--- src/verilog/cad_pkg.sv ---
// shared constants, types and helpers for the cyclic assembly command link
package cad_pkg;
    localparam int REQ_LEN = 344;
    localparam int RSP_LEN = 444;
    typedef logic [8:0] cad_idx_type;
    localparam cad_idx_type REQ_LAST = 9'(REQ_LEN - 1);
    localparam cad_idx_type RSP_LAST = 9'(RSP_LEN - 1);

    // request frame layout, all word fields start on a 4-byte boundary
    localparam cad_idx_type OFS_KEY = 9'h000;
    localparam cad_idx_type OFS_NCHAR = 9'h004;
    localparam cad_idx_type OFS_CHAR = 9'h008;
    localparam cad_idx_type OFS_INT0 = 9'h108;
    localparam cad_idx_type OFS_INT1 = 9'h10c;
    localparam cad_idx_type OFS_INT2 = 9'h110;
    // response frame layout
    localparam cad_idx_type OFS_RSP_KEY = 9'h000;
    localparam cad_idx_type OFS_BOOL = 9'h05c;
    localparam cad_idx_type OFS_TEXT = 9'h074;
    localparam cad_idx_type OFS_INTRES = 9'h0f4;

    localparam logic [15:0] CMD_TRIGGER = 16'h0001;
    localparam logic [15:0] CMD_JOB = 16'h0002;
    localparam logic [15:0] CMD_REF_PERM = 16'h0005;
    localparam logic [15:0] CMD_REF_TEMP = 16'h0006;
    localparam logic [15:0] NINT_JOB = 16'h0001;
    localparam logic [15:0] NINT_REF = 16'h0003;
    localparam logic [31:0] PARAM_REF_STR = 32'h00000065;
    localparam logic [31:0] PTYPE_STR = 32'h0000000a;
    localparam logic [15:0] KEY_RST = 16'h0000;

    // controller register map (byte addresses)
    localparam logic [7:0] REG_CMD = 8'h00;
    localparam logic [7:0] REG_CNT = 8'h04;
    localparam logic [7:0] REG_ARG0 = 8'h08;
    localparam logic [7:0] REG_ARG1 = 8'h0c;
    localparam logic [7:0] REG_ARG2 = 8'h10;
    localparam logic [7:0] REG_TEXT = 8'h14;
    localparam logic [7:0] REG_STAT = 8'h18;
    localparam logic [7:0] REG_BOOL = 8'h1c;
    localparam logic [7:0] REG_INTRES = 8'h20;
    localparam logic [7:0] REG_TEXTRES = 8'h24;
    localparam logic [1:0] RESP_OKAY = 2'b00;
    localparam logic [1:0] RESP_DECERR = 2'b11;

    typedef enum logic [1:0] {D_RECV = 2'b00, D_EVAL = 2'b01, D_RESP = 2'b11} cad_dev_state_type;
    typedef enum logic [1:0] {H_IDLE = 2'b00, H_SEND = 2'b01, H_WAIT = 2'b11} cad_ctl_state_type;

    function automatic logic word_hit(input cad_idx_type idx, input cad_idx_type ofs);
        return idx[8:2] == ofs[8:2];
    endfunction

    // little-endian byte of a word, as the binary telegram lays it out
    function automatic logic [7:0] lane_byte(input logic [31:0] w, input logic [1:0] l);
        logic [31:0] s;
        s = w >> {l, 3'b000};
        return s[7:0];
    endfunction
endpackage

--- src/verilog/cad_link_if.sv ---
// byte-serial request and response frames between controller and sensor
`timescale 1ns/1ps
`default_nettype none
interface cad_link_if;
    logic req_valid;
    logic [7:0] req_data;
    logic req_last;
    logic rsp_valid;
    logic [7:0] rsp_data;
    logic rsp_last;
    logic sensor_ready;
    modport dev (
        input req_valid, req_data, req_last,
        output rsp_valid, rsp_data, rsp_last, sensor_ready
    );
    modport ctl (
        output req_valid, req_data, req_last,
        input rsp_valid, rsp_data, rsp_last, sensor_ready
    );
endinterface
`default_nettype wire

--- src/verilog/cad_ctl.sv ---
// controller end: AXI4-Lite registers, cyclic request frames, result capture
`timescale 1ns/1ps
`default_nettype none
module cad_ctl (
    input wire logic clk,
    input wire logic arst_n,
    input wire logic ce,
    cad_link_if.ctl link,
    input wire logic [7:0] s_axi_awaddr,
    input wire logic s_axi_awvalid,
    output logic s_axi_awready,
    input wire logic [31:0] s_axi_wdata,
    input wire logic [3:0] s_axi_wstrb,
    input wire logic s_axi_wvalid,
    output logic s_axi_wready,
    output logic [1:0] s_axi_bresp,
    output logic s_axi_bvalid,
    input wire logic s_axi_bready,
    input wire logic [7:0] s_axi_araddr,
    input wire logic s_axi_arvalid,
    output logic s_axi_arready,
    output logic [31:0] s_axi_rdata,
    output logic [1:0] s_axi_rresp,
    output logic s_axi_rvalid,
    input wire logic s_axi_rready
);
    import cad_pkg::*;

    function automatic logic [31:0] merge(input logic [31:0] o, input logic [31:0] n,
                                          input logic [3:0] s);
        return {s[3] ? n[31:24] : o[31:24], s[2] ? n[23:16] : o[23:16],
                s[1] ? n[15:8] : o[15:8], s[0] ? n[7:0] : o[7:0]};
    endfunction

    logic aw_free_ff, w_free_ff, bvalid_ff, arready_ff, rvalid_ff;
    logic [1:0] bresp_ff, rresp_ff;
    logic [7:0] awaddr_ff;
    logic [31:0] wdata_ff, rdata_ff;
    logic [3:0] wstrb_ff;
    logic [15:0] code_ff, key_ff;
    logic [31:0] cnt_ff, arg0_ff, arg1_ff, arg2_ff, text_ff;
    logic [7:0] bool_res_ff;
    logic [31:0] int_res_ff, text_res_ff;
    logic pend_ff, linked_ff;
    cad_ctl_state_type state_ff;
    cad_idx_type idx_ff;
    logic req_valid_ff, req_last_ff;
    logic [7:0] req_data_ff;

    wire do_write = !aw_free_ff && !w_free_ff && !bvalid_ff;
    wire wr_map = (awaddr_ff <= REG_TEXTRES) && (awaddr_ff[1:0] == 2'b00);
    wire ar_take = s_axi_arvalid && arready_ff;
    wire [31:0] stat_word = {key_ff, 13'h0000, linked_ff, link.sensor_ready, pend_ff};
    wire rd_map = (s_axi_araddr <= REG_TEXTRES) && (s_axi_araddr[1:0] == 2'b00);
    wire [31:0] rd_word =
        (s_axi_araddr == REG_CMD) ? {16'h0000, code_ff} :
        (s_axi_araddr == REG_CNT) ? cnt_ff :
        (s_axi_araddr == REG_ARG0) ? arg0_ff :
        (s_axi_araddr == REG_ARG1) ? arg1_ff :
        (s_axi_araddr == REG_ARG2) ? arg2_ff :
        (s_axi_araddr == REG_TEXT) ? text_ff :
        (s_axi_araddr == REG_STAT) ? stat_word :
        (s_axi_araddr == REG_BOOL) ? {24'h000000, bool_res_ff} :
        (s_axi_araddr == REG_INTRES) ? int_res_ff :
        (s_axi_araddr == REG_TEXTRES) ? text_res_ff : 32'h00000000;

    // every command waits for ready and goes at the next frame; start itself needs ready
    wire start = (state_ff == H_IDLE) && link.sensor_ready;
    wire launch = start && pend_ff && ((code_ff != CMD_TRIGGER) || link.sensor_ready);
    wire cmd_set = do_write && (awaddr_ff == REG_CMD);
    wire send_end = (state_ff == H_SEND) && (idx_ff == REQ_LAST);
    wire [1:0] lane = idx_ff[1:0];
    // args are read live: software must not rewrite them while the frame that follows the launch is being sent
    wire [7:0] tx_byte =
        word_hit(idx_ff, OFS_KEY) ? lane_byte({code_ff, key_ff}, lane) :
        word_hit(idx_ff, OFS_NCHAR) ? lane_byte(cnt_ff, lane) :
        word_hit(idx_ff, OFS_CHAR) ? lane_byte(text_ff, lane) :
        word_hit(idx_ff, OFS_INT0) ? lane_byte(arg0_ff, lane) :
        word_hit(idx_ff, OFS_INT1) ? lane_byte(arg1_ff, lane) :
        word_hit(idx_ff, OFS_INT2) ? lane_byte(arg2_ff, lane) : 8'h00;
    wire [1:0] rx_lane = idx_ff[1:0];
    wire rx_take = (state_ff == H_WAIT) && link.rsp_valid;

    always_ff @(posedge clk or negedge arst_n)
    begin
        if (!arst_n)
        begin
            aw_free_ff <= 1'b1;
            w_free_ff <= 1'b1;
            bvalid_ff <= 1'b0;
            bresp_ff <= RESP_OKAY;
            awaddr_ff <= 8'h00;
            wdata_ff <= 32'h00000000;
            wstrb_ff <= 4'h0;
        end
        else if (ce)
        begin
            if (s_axi_awvalid && aw_free_ff) awaddr_ff <= s_axi_awaddr;
            if (s_axi_wvalid && w_free_ff) wdata_ff <= s_axi_wdata;
            if (s_axi_wvalid && w_free_ff) wstrb_ff <= s_axi_wstrb;
            aw_free_ff <= do_write || (aw_free_ff && !s_axi_awvalid);
            w_free_ff <= do_write || (w_free_ff && !s_axi_wvalid);
            bvalid_ff <= do_write || (bvalid_ff && !s_axi_bready);
            if (do_write) bresp_ff <= wr_map ? RESP_OKAY : RESP_DECERR;
        end
    end

    always_ff @(posedge clk or negedge arst_n)
    begin
        if (!arst_n)
        begin
            arready_ff <= 1'b1;
            rvalid_ff <= 1'b0;
            rdata_ff <= 32'h00000000;
            rresp_ff <= RESP_OKAY;
        end
        else if (ce)
        begin
            arready_ff <= (rvalid_ff && s_axi_rready) || (arready_ff && !s_axi_arvalid);
            rvalid_ff <= ar_take || (rvalid_ff && !s_axi_rready);
            if (ar_take) rdata_ff <= rd_word;
            if (ar_take) rresp_ff <= rd_map ? RESP_OKAY : RESP_DECERR;
        end
    end

    always_ff @(posedge clk or negedge arst_n)
    begin
        if (!arst_n)
        begin
            code_ff <= 16'h0000;
            cnt_ff <= 32'h00000000;
            arg0_ff <= 32'h00000000;
            arg1_ff <= PARAM_REF_STR;
            arg2_ff <= PTYPE_STR;
            text_ff <= 32'h00000000;
        end
        else if (ce && do_write)
        begin
            if (awaddr_ff == REG_CMD) code_ff <= 16'(merge({16'h0000, code_ff}, wdata_ff, wstrb_ff));
            if (awaddr_ff == REG_CNT) cnt_ff <= merge(cnt_ff, wdata_ff, wstrb_ff);
            if (awaddr_ff == REG_ARG0) arg0_ff <= merge(arg0_ff, wdata_ff, wstrb_ff);
            if (awaddr_ff == REG_ARG1) arg1_ff <= merge(arg1_ff, wdata_ff, wstrb_ff);
            if (awaddr_ff == REG_ARG2) arg2_ff <= merge(arg2_ff, wdata_ff, wstrb_ff);
            if (awaddr_ff == REG_TEXT) text_ff <= merge(text_ff, wdata_ff, wstrb_ff);
        end
    end

    // a new order in the launch cycle stays pending
    always_ff @(posedge clk or negedge arst_n)
    begin
        if (!arst_n)
        begin
            pend_ff <= 1'b0;
            key_ff <= KEY_RST;
            linked_ff <= 1'b0;
            state_ff <= H_IDLE;
            idx_ff <= 9'h000;
        end
        else if (ce)
        begin
            pend_ff <= cmd_set || (pend_ff && !launch);
            if (launch) key_ff <= 16'(key_ff + 16'h0001);
            if (start) linked_ff <= 1'b1;
            unique case (state_ff)
                H_IDLE: if (start) state_ff <= H_SEND;
                H_SEND: if (send_end) state_ff <= H_WAIT;
                H_WAIT: if (link.rsp_valid && link.rsp_last) state_ff <= H_IDLE;
                default: state_ff <= H_IDLE;
            endcase
            if (start || send_end || (rx_take && link.rsp_last)) idx_ff <= 9'h000;
            else if (state_ff == H_SEND || rx_take) idx_ff <= 9'(idx_ff + 9'h001);
        end
    end

    always_ff @(posedge clk or negedge arst_n)
    begin
        if (!arst_n)
        begin
            req_valid_ff <= 1'b0;
            req_data_ff <= 8'h00;
            req_last_ff <= 1'b0;
            bool_res_ff <= 8'h00;
            int_res_ff <= 32'h00000000;
            text_res_ff <= 32'h00000000;
        end
        else if (ce)
        begin
            req_valid_ff <= (state_ff == H_SEND);
            req_data_ff <= (state_ff == H_SEND) ? tx_byte : 8'h00;
            req_last_ff <= send_end;
            if (rx_take && idx_ff == OFS_BOOL) bool_res_ff <= link.rsp_data;
            if (rx_take && word_hit(idx_ff, OFS_INTRES))
                int_res_ff[{rx_lane, 3'b000} +: 8] <= link.rsp_data;
            if (rx_take && word_hit(idx_ff, OFS_TEXT))
                text_res_ff[{rx_lane, 3'b000} +: 8] <= link.rsp_data;
        end
    end

    assign link.req_valid = req_valid_ff;
    assign link.req_data = req_data_ff;
    assign link.req_last = req_last_ff;
    assign s_axi_awready = aw_free_ff;
    assign s_axi_wready = w_free_ff;
    assign s_axi_bvalid = bvalid_ff;
    assign s_axi_bresp = bresp_ff;
    assign s_axi_arready = arready_ff;
    assign s_axi_rvalid = rvalid_ff;
    assign s_axi_rdata = rdata_ff;
    assign s_axi_rresp = rresp_ff;
endmodule
`default_nettype wire

--- src/flat_wrapper.sv ---
// flat-port wrapper written by rule: the top's interface ports become plain ports
module cad_ctl_flat import cad_pkg::*;
  (clk, arst_n, ce, s_axi_awaddr, s_axi_awvalid, s_axi_awready, s_axi_wdata, s_axi_wstrb, s_axi_wvalid, s_axi_wready, s_axi_bresp, s_axi_bvalid, s_axi_bready, s_axi_araddr, s_axi_arvalid, s_axi_arready, s_axi_rdata, s_axi_rresp, s_axi_rvalid, s_axi_rready, link_req_valid, link_req_data, link_req_last, link_rsp_valid, link_rsp_data, link_rsp_last, link_sensor_ready);
  cad_link_if link_i ();
  input wire logic clk;
  input wire logic arst_n;
  input wire logic ce;
  input wire logic [7:0] s_axi_awaddr;
  input wire logic s_axi_awvalid;
  output logic s_axi_awready;
  input wire logic [31:0] s_axi_wdata;
  input wire logic [3:0] s_axi_wstrb;
  input wire logic s_axi_wvalid;
  output logic s_axi_wready;
  output logic [1:0] s_axi_bresp;
  output logic s_axi_bvalid;
  input wire logic s_axi_bready;
  input wire logic [7:0] s_axi_araddr;
  input wire logic s_axi_arvalid;
  output logic s_axi_arready;
  output logic [31:0] s_axi_rdata;
  output logic [1:0] s_axi_rresp;
  output logic s_axi_rvalid;
  input wire logic s_axi_rready;
  output wire logic [$bits(link_i.req_valid)-1:0] link_req_valid;
  output wire logic [$bits(link_i.req_data)-1:0] link_req_data;
  output wire logic [$bits(link_i.req_last)-1:0] link_req_last;
  input wire logic [$bits(link_i.rsp_valid)-1:0] link_rsp_valid;
  input wire logic [$bits(link_i.rsp_data)-1:0] link_rsp_data;
  input wire logic [$bits(link_i.rsp_last)-1:0] link_rsp_last;
  input wire logic [$bits(link_i.sensor_ready)-1:0] link_sensor_ready;
  assign link_req_valid = link_i.req_valid;
  assign link_req_data = link_i.req_data;
  assign link_req_last = link_i.req_last;
  assign link_i.rsp_valid = link_rsp_valid;
  assign link_i.rsp_data = link_rsp_data;
  assign link_i.rsp_last = link_rsp_last;
  assign link_i.sensor_ready = link_sensor_ready;
  cad_ctl u_core (.clk(clk), .arst_n(arst_n), .ce(ce), .link(link_i), .s_axi_awaddr(s_axi_awaddr), .s_axi_awvalid(s_axi_awvalid), .s_axi_awready(s_axi_awready), .s_axi_wdata(s_axi_wdata), .s_axi_wstrb(s_axi_wstrb), .s_axi_wvalid(s_axi_wvalid), .s_axi_wready(s_axi_wready), .s_axi_bresp(s_axi_bresp), .s_axi_bvalid(s_axi_bvalid), .s_axi_bready(s_axi_bready), .s_axi_araddr(s_axi_araddr), .s_axi_arvalid(s_axi_arvalid), .s_axi_arready(s_axi_arready), .s_axi_rdata(s_axi_rdata), .s_axi_rresp(s_axi_rresp), .s_axi_rvalid(s_axi_rvalid), .s_axi_rready(s_axi_rready));
endmodule
--- config.mk ---
export PLATFORM = sky130hd
export DESIGN_NAME = cad_ctl_flat
export DESIGN_NICKNAME = d
export VERILOG_FILES = /design/src/verilog/cad_pkg.sv /design/src/verilog/cad_link_if.sv /design/src/verilog/cad_ctl.sv /design/src/flat_wrapper.sv
export SDC_FILE = /design/constraint.sdc
export NUM_CORES = 1
export LEC_CHECK = 0
export ABC_AREA = 1
export BUFFER_PORTS_ARGS = -buffer_cell sky130_fd_sc_hd__buf_2
export CELL_PAD_IN_SITES_DETAIL_PLACEMENT = 0
export CELL_PAD_IN_SITES_GLOBAL_PLACEMENT = 1
export CORE_ASPECT_RATIO = 2
export CORE_MARGIN = 2
export CORE_UTILIZATION = 30
export CTS_BUF_LIST = sky130_fd_sc_hd__clkbuf_4 sky130_fd_sc_hd__clkbuf_8 sky130_fd_sc_hd__clkbuf_16
export CTS_CLUSTER_DIAMETER = 60
export CTS_CLUSTER_SIZE = 40
export DETAILED_ROUTE_END_ITERATION = 10
export GPL_TIMING_DRIVEN = 0
export PLACE_DENSITY = 0.6
export SLEW_MARGIN = 20
export SYNTH_ARGS = -nofsm -noshare
export SYNTH_HDL_FRONTEND = slang
export SYNTH_SLANG_ARGS = --single-unit
--- constraint.sdc ---
create_clock -name clk -period 4.1 [get_ports clk]
set_input_delay 0.82 -clock clk [delete_from_list [all_inputs] [get_ports clk]]
set_output_delay 0.82 -clock clk [all_outputs]
set_load 0.03 [all_outputs]
# Yosys cells after proc, flatten, opt, wreduce, memory -nomap -nowiden
# Index checks and enable logic that the tools add are counted.
[classes] addsub=3 n_lt_le_gt_ge=2 eq_ne=29 n_shift=8 n_mux=27 reduce_logical=85
[ops] op="$mux W32" n=10
[ops] op="$shr A32 B5 Y8" n=6
[ops] op="$reduce_and A3 Y1" n=22
[ops] op="$bwmux W32" n=2
[ops] op="$mux W8" n=7
[ops] op="$eq A8 B5 Y1 const B" n=6
[ops] op="$eq A8 B4 Y1 const B" n=4
[ops] op="$shift A8 B7 Y32 const A" n=1
[ops] op="$shiftx A8 B7 Y32" n=1
[ops] op="$logic_and A1 B1 Y1" n=26
[ops] op="$eq A7 B7 Y1 const B" n=3
[ops] op="$reduce_and A2 Y1" n=10
[ops] op="$mux W9" n=2
[ops] op="$add A16 B1 Y16 const B" n=1
[ops] op="$eq A8 B3 Y1 const B" n=2
[ops] op="$eq A8 B6 Y1 const B" n=2
[ops] op="$le A8 B6 Y1 const B" n=2
[ops] op="$logic_not A8 Y1" n=2
[ops] op="$ne A16 B1 Y1 const B" n=1
[ops] op="$logic_or A1 B1 Y1" n=10
[ops] op="$mux W2" n=5
[ops] op="$add A9 B1 Y9 const B" n=1
[ops] op="$eq A9 B7 Y1 const B" n=1
[ops] op="$eq A9 B9 Y1 const B" n=1
[ops] op="other kinds (15)" n=26
[totals] register_bits=372 inputBits=71 out_inout_bits=51 word_cells=198

# Logic depth before layout (Yosys ltp)
# Gate-level depths: netlist (run 1).
[depth] word_depth=11 ltp_mapped=12

# Worst setup path after synthesis (run 1)
# OpenSTA, ideal clock, no wires.
[synth_timing] path_type="reg-to-reg" startpoint="reg u_core.idx_ff[0]" endpoint="reg u_core.int_res_ff[0]" t_arrival_ns=2.480 required_ns=4.017 path_slack_ns=1.538 stages_incl_launch_ff=10 path_buffers=4 synth_period_minus_slack_ns=2.562 cell_sequence="dfrtp_1 > buf_2 > clkinv_1 > clkbuf_1 > clkbuf_1 > ha_1 > clkbuf_1 > nor3_1 > nand2_1 > o21ai_0"
[synth_between] elab_chain_len=3 elab_cells_between_ends=4
[synth_rtl] element="from (decl)" line="cad_ctl.sv:46" rtl="cad_idx_type idx_ff;"
[synth_rtl] element="from (signal assigned)" line="cad_ctl.sv:171" rtl="else if (state_ff == H_SEND || rx_take) idx_ff <= 9'(idx_ff + 9'h001);"
[synth_rtl] element="$neg A5 Y7 *" line="cad_ctl.sv:193" rtl="int_res_ff[{rx_lane, 3'b000} +: 8] <= link.rsp_data;"
[synth_rtl] element="$shiftx A8 B7 Y32 / $shift A8 B7 Y32 (equally long branches)" line="cad_ctl.sv:193"
[synth_rtl] element="$bwmux W32 *" line="cad_ctl.sv:193"
[synth_rtl] element="to (signal, indexed assignment)" line="cad_ctl.sv:193"
[synth_rtl] element="to (decl)" line="cad_ctl.sv:43" rtl="logic [31:0] int_res_ff, text_res_ff;"
# Mark *: on every way between the ends. The rest lies on a longest branch, timed or not.
# A chain may end at the register's enable or synchronous reset.

# Final worst setup path (run 1)
[layout_timing] startpoint="reg u_core.idx_ff[1]" endpoint="reg u_core.text_res_ff[4]"
[layout_between] elab_chain_len=3 elab_cells_between_ends=4
[layout_rtl] element="$neg A5 Y7 *" line="cad_ctl.sv:195" rtl="text_res_ff[{rx_lane, 3'b000} +: 8] <= link.rsp_data;"
[layout_rtl] element="$shiftx A8 B7 Y32 / $shift A8 B7 Y32 (equally long branches)" line="cad_ctl.sv:195"
[layout_rtl] element="$bwmux W32 *" line="cad_ctl.sv:195"
[layout_rtl] element="to (signal, indexed assignment)" line="cad_ctl.sv:195"
[layout_rtl] element="to (decl)" line="cad_ctl.sv:43"
# Marks and branches as above.

==> results.ini, run 1 <==
[status]
status = finished clean

[clock_tree]
clk_path_buf_depth = 3
cts_buffers = 27
clk_latency_ps = 630
cts_tree = built
cts.sinks = 370
clk_pin_slew_worst_paths_ps = 100
h-tree-depth = 1
cts-root-buf = clkbuf_16

[logic_synthesis]
postSynthAreaPerCell_um2 = 7.86
synth_edf_count = 0
synth_seq_cells = 370
syn-cell-area_um2 = 17900
ys_warn_count = 0
synthDistinctLibCells = 40
dominantRegCellSynth = dfrtp_1
ys_async_sr_fraction_pct = 100
synth-seq-area-share_pct = 51.9
syn_inst = 2273
synth_nets = 2350

[die]
die_h_um = 349
start_util_pct = 30.3
io_pins = 122
core_area_um2 = 59000
rows = 126
dieArea_um2 = 61600
die_w_um = 177

[routing]
wirelength_um = 84100
drt_first_iter_violations = 1416
dr_total_vias = 16800
drt.antenna.violating_nets = 0
drt-vias-per-instance = 5.23
detail_route.wl_per_cell_um = 26.2
route.detailed.drc = 0
dr.pass1.iters = 6

[worst_hold_path]
hp-class = input port to async pin

[timing]
max-slew-margin-rel_pct = 20.7
period_minus_slack_ps = 3890
setup_viol = 0
tightest_slew_ps = 1190
drv_slew = 0
period_share_pct = 94.9
tns_ps = 0
fmax_mhz = 257
skew_ps = 47.4
rsz0062_at_grt = false
hold_viol = 0
setup_ws_ps = 210

[place]
placedCellCount = 3167
pre_cts_slack_ps = -76.2
post-dp-hpwl_um = 68000
gp_congestion = 0.972
port_buffers = 121

[final_layout]
antenna_cells = 0
syn_to_final_growth_pct = 15.6
drive_above_1_share_pct = 10.3
fin_util_pct = 35.0
fin_cells = 3217
nNetsFinal = 2505

[setup_path]
path_common_cell = clkbuf_1
path_cells = inv_1 > clkbuf_1 > buf_2 > ha_1 > clkbuf_1 > nor3_2 > nand2_1 > o21ai_0
crit_start = u_core.idx_ff[1]
r2r_start = u_core.idx_ff[1]
worst_path_max_delay_cell = nor3_2
critPathLaunchType = flip-flop
cp.required_ps = 4640
crit_family = buffers and inverters
worst-setup-path-type = flip-flop to flip-flop
cp_max_fo = 12
cp_num_buf_inv = 4
arrival_ps = 4430
cpPeakStageDelay_ps = 680
worst_setup_path_end_kind = flip-flop

[power]
peakVddDrop_mv = 0.401
leakage_nw = 9.47
p_per_area_nw_per_um2 = 538
finalPower_mw = 11.1

[global_routing]
grt.overflow.total = 0
grt_first_pass_wirelength_um = 120000
antenna_found_initial = 0
grt_pass1_vias = 17200
grt_max_degree = 95
grt.total_usage_pct = 27.5

[flow_run]
cap_viol_max_count = 0

[kinds of logic after synthesis]
group	count (synthesis)	synth area share [%]
XOR/XNOR	18	0.883
adder cells (fa/ha/maj)	6	0.420
buffers and inverters	248	5.46
AO/OA/AOI/OAI	544	16.0
flip-flops	370	51.9
multiplexers	9	0.568
AND/OR/NAND/NOR	1078	24.8
[cell type report]
type                            instances  area, µm²
Fill cell                            6430      38300
Clock buffer                           27        676
Tap cell                              768        961
Timing Repair Buffer                  126        733
Sequential cell                       370       9270
Clock inverter                         23        387
Inverter                              137        514
Multi-Input combinational cell       1655       7630
Buffer                                111        463
[where the power goes]
part / switching [mW] / internal [mW]
logic: 2.65 / 0.804
registers: 0.370 / 4.10
clock network: 1.78 / 1.40
total: 4.80 / 6.31
[worst paths after layout]
kind / cells past startpoint / endpoint / slack [ps]
worst max register to register: 8 / u_core.text_res_ff[4] / 210
worst min-delay path: 1 / u_core.s_axi_bvalid / 80
worst max-delay path: 8 / u_core.text_res_ff[4] / 210
max in group asynchronous: 3 / u_core.s_axi_rdata[21] / 2680
min in group clk: 2 / u_core.wstrb_ff[3] / 420
worst min register to register: 2 / u_core.link.req_data[4] / 480
[placed cells by master (no fill, tap or decap), types with 8 or more instances in the layout]
cell       synthesis  layout
nand4_1           38      38
buf_2             26     147
inv_1            132     132
a31oi_1            9       9
nand3_1          117     117
or2_2             11      11
dfrtp_1          361     361
mux2_2             9       9
xor2_1            16      16
nand2_1          655     655
a21oi_1          156     156
clkbuf_1          75      74
nor3_1            20      18
nor2_1           221     221
dfstp_2            9       9
a22oi_1            8       8
o21ai_0          335     335
clkbuf_16          0      27
o211ai_1          16      16
[Yosys cell counts (2+ instances only)]
cell      count  share of area (%)
nand4_1      38                1.3
buf_4         3               0.13
buf_1         7               0.15
xnor2_1       2              0.098
nand3_1     117                3.3
mux2_2        9               0.57
nor3_1       20               0.56
o21bai_1      6               0.25
xor2_1       16               0.78
or2_2        11               0.39
o221ai_1      6               0.29
o21a_1        3               0.13
inv_1       132                2.8
a31oi_1       9               0.32
ha_1          6               0.42
clkinv_1      4              0.084
dfstp_2       9                1.3
nor2_2        5               0.18
nand2_2       2              0.070
clkbuf_1     75                1.6
nand3b_1      2              0.084
nor2_1      221                4.6
nor4_2        3               0.21
a22oi_1       8               0.34
a21oi_1     156                4.4
o21ai_0     335                9.4
buf_2        26               0.73
dfrtp_1     361                 51
o211ai_1     16               0.67
nand2_1     655                 14
[metal layers]
| metal | routed length, µm | GRT usage [%] | vias up |
|---|---|---|---|
| li1 | - | - | 7800 |
| met1 | 29400 | 29.0 | 8204 |
| met2 | 43800 | 50.2 | 630 |
| met3 | 3230 | 1.93 | 206 |
| met4 | 7640 | 20.8 | 0 |
| met5 | 0 | 0 | - |
[stage by stage]
step           cell area (µm²)  hold slack, ps
6_report                 20600            77.6
5_1_grt                  20600            89.1
4_1_cts                  20600            65.4
3_5_place_dp             19600             462
3_3_place_gp             19400             459
2_1_floorplan            17900             440
[registers in the layout, indices dropped and copies added, names as in the netlist, 2 cells and up]
name                  cells
u_core.int_res_ff        32
u_core.wdata_ff          32
u_core.code_ff           16
u_core.arg2_ff           32
u_core.key_ff            16
u_core.link.req_data      8
u_core.awaddr_ff          8
u_core.arg0_ff           32
u_core.cnt_ff            32
u_core.bool_res_ff        8
u_core.s_axi_rdata       32
u_core.idx_ff             9
u_core.text_ff           32
u_core.state_ff           2
u_core.arg1_ff           32
u_core.text_res_ff       32
u_core.wstrb_ff           4
[repair_timing]
item	in CTS	in global routing
pin swaps	0	0
hold buffers	0	0
endpoints found under the setup margin	2	2
gates resized for setup	1	2
setup buffers	0	0
Power figures use the tool's default switching activity.
==> inputs of run 2 (changes only) <==
- clock period: 4.1 -> 4.87 ns (I/O delays scaled with it)
==> results.ini, run 2 (synthesis gave the netlist of run 1 again) <==
[timing]
hold_viol = 0
period_share_pct = 87.0
period_minus_slack_ps = 4230
setup_viol = 0
tightest_slew_ps = 1190
fmax_mhz = 236
drv_slew = 0
skew_ps = 47.8
rsz0062_at_grt = false
max-slew-margin-rel_pct = 20.4

[power]
peakVddDrop_mv = 0.338
leakage_nw = 9.47
p_per_area_nw_per_um2 = 453

[die]
rows = 126
die_h_um = 349
die_w_um = 177
start_util_pct = 30.3
io_pins = 122
core_area_um2 = 59000
dieArea_um2 = 61600

[status]
status = finished clean

[setup_path]
worst_setup_path_end_kind = flip-flop
cp.required_ps = 5410
crit_cells = 8
r2r.worst_path.cells = 8
worst-setup-path-type = flip-flop to flip-flop
cpPeakStageDelay_ps = 730
crit_family = buffers and inverters
path_cells = inv_1 > clkbuf_1 > buf_1 > ha_1 > clkbuf_1 > nor3_2 > nand2_1 > o21ai_0
path_common_cell = clkbuf_1
worst_path_max_delay_cell = buf_1
cp_num_buf_inv = 4
critPathLaunchType = flip-flop
arrival_ps = 4780
cp_max_fo = 12

[clock_tree]
clk_pin_slew_worst_paths_ps = 100
cts.sinks = 370
ctsResizeCount = 0
cts_tree = built
h-tree-depth = 1
clk_path_buf_depth = 3
post_cts_buffers = 0
clk_latency_ps = 630
hold_buffers = 0
cts_buffers = 27
cts-root-buf = clkbuf_16

[global_routing]
grt.total_usage_pct = 27.5
antenna_found_initial = 0
top_usage_layer = met2
met3_usage_pct = 1.93
grt_pass1_vias = 17200
grt_max_degree = 95
grt.met1_usage_pct = 29.0
grt_first_pass_wirelength_um = 120000
grtUsageMet2_pct = 50.2
grt.overflow.total = 0

[place]
gp_congestion = 0.972
place_area_um2 = 19600
placedCellCount = 3167
port_buffers = 121
post-dp-hpwl_um = 68000

[worst_hold_path]
hp-class = input port to async pin

[final_layout]
fin_cells = 3217
syn_to_final_growth_pct = 15.5
final_common_cell = nand2_1
drive_above_1_share_pct = 10.2
post-route-cell-area_um2 = 20600
antenna_cells = 0
final_cell_mix = 655 x nand2_1, 361 x dfrtp_1, 335 x o21ai_0, 221 x nor2_1, 156 x a21oi_1
nNetsFinal = 2505

[routing]
wirelength_um = 84100
dr.pass1.iters = 5
detail_route.wl_per_cell_um = 26.1
drt.antenna.violating_nets = 0
drt_first_iter_violations = 1408
route.detailed.drc = 0
dr_total_vias = 16800
drt-vias-per-instance = 5.23

[flow_run]
cap_viol_max_count = 0

[run 2: final timing paths]
kind	start	end	slack, ps
worst max-delay path	u_core.idx_ff[1]	u_core.text_res_ff[4]	640
worst min-delay path	arst_n	u_core.s_axi_bvalid	230
worst max register to register	u_core.idx_ff[1]	u_core.text_res_ff[4]	640
worst min register to register	u_core.link.req_data[4]	u_core.link.req_data[4]	480
max in group asynchronous	arst_n	u_core.s_axi_rdata[21]	3290
min in group clk	u_core.link.req_data[4]	u_core.link.req_data[4]	480
[run 2: worst reg2reg max path, cell delays in order, from the launching register on]
cell	delay (ps)
dfrtp_1	580
inv_1	400
clkbuf_1	530
buf_1	730
ha_1	480
clkbuf_1	310
nor3_2	680
nand2_1	240
o21ai_0	220
[run 2: metrics by stage]
step                power [mW]  worst slack (ps)  hold WS, ps  utilization [%]  setup TNS (ps)
detailed placement        6.68               694          462             33.2               0
CTS                       9.38               681          219             35.0               0
global placement          6.64             -4600          459             32.9        -1646720
floorplan                 5.28              2310          440                -               0
global route              9.75               543          243             35.0               0
finish                    9.35               635          232             35.0               0
[run 2: per-layer routing]
layer,up-vias,wire [µm]
li1,7798,-
met1,8194,29400
met2,634,43800
met3,210,3220
met4,0,7620
met5,-,0
[run 2: area by class of cell]
cell class / instances / area [µm²]
well taps: 768 / 961
inverters: 137 / 514
clock buffers: 27 / 676
multi-input cells: 1655 / 7630
fillers: 6431 / 38300
clock inverters: 23 / 387
flip-flops and latches: 370 / 9270
plain buffers: 111 / 460
repair buffers: 126 / 733
[run 2: power breakdown]
group / leakage, nW / switching, mW / internal, mW
clock: 0.504 / 1.50 / 1.18
sequential: 4.93 / 0.312 / 3.45
combinational: 4.04 / 2.23 / 0.675
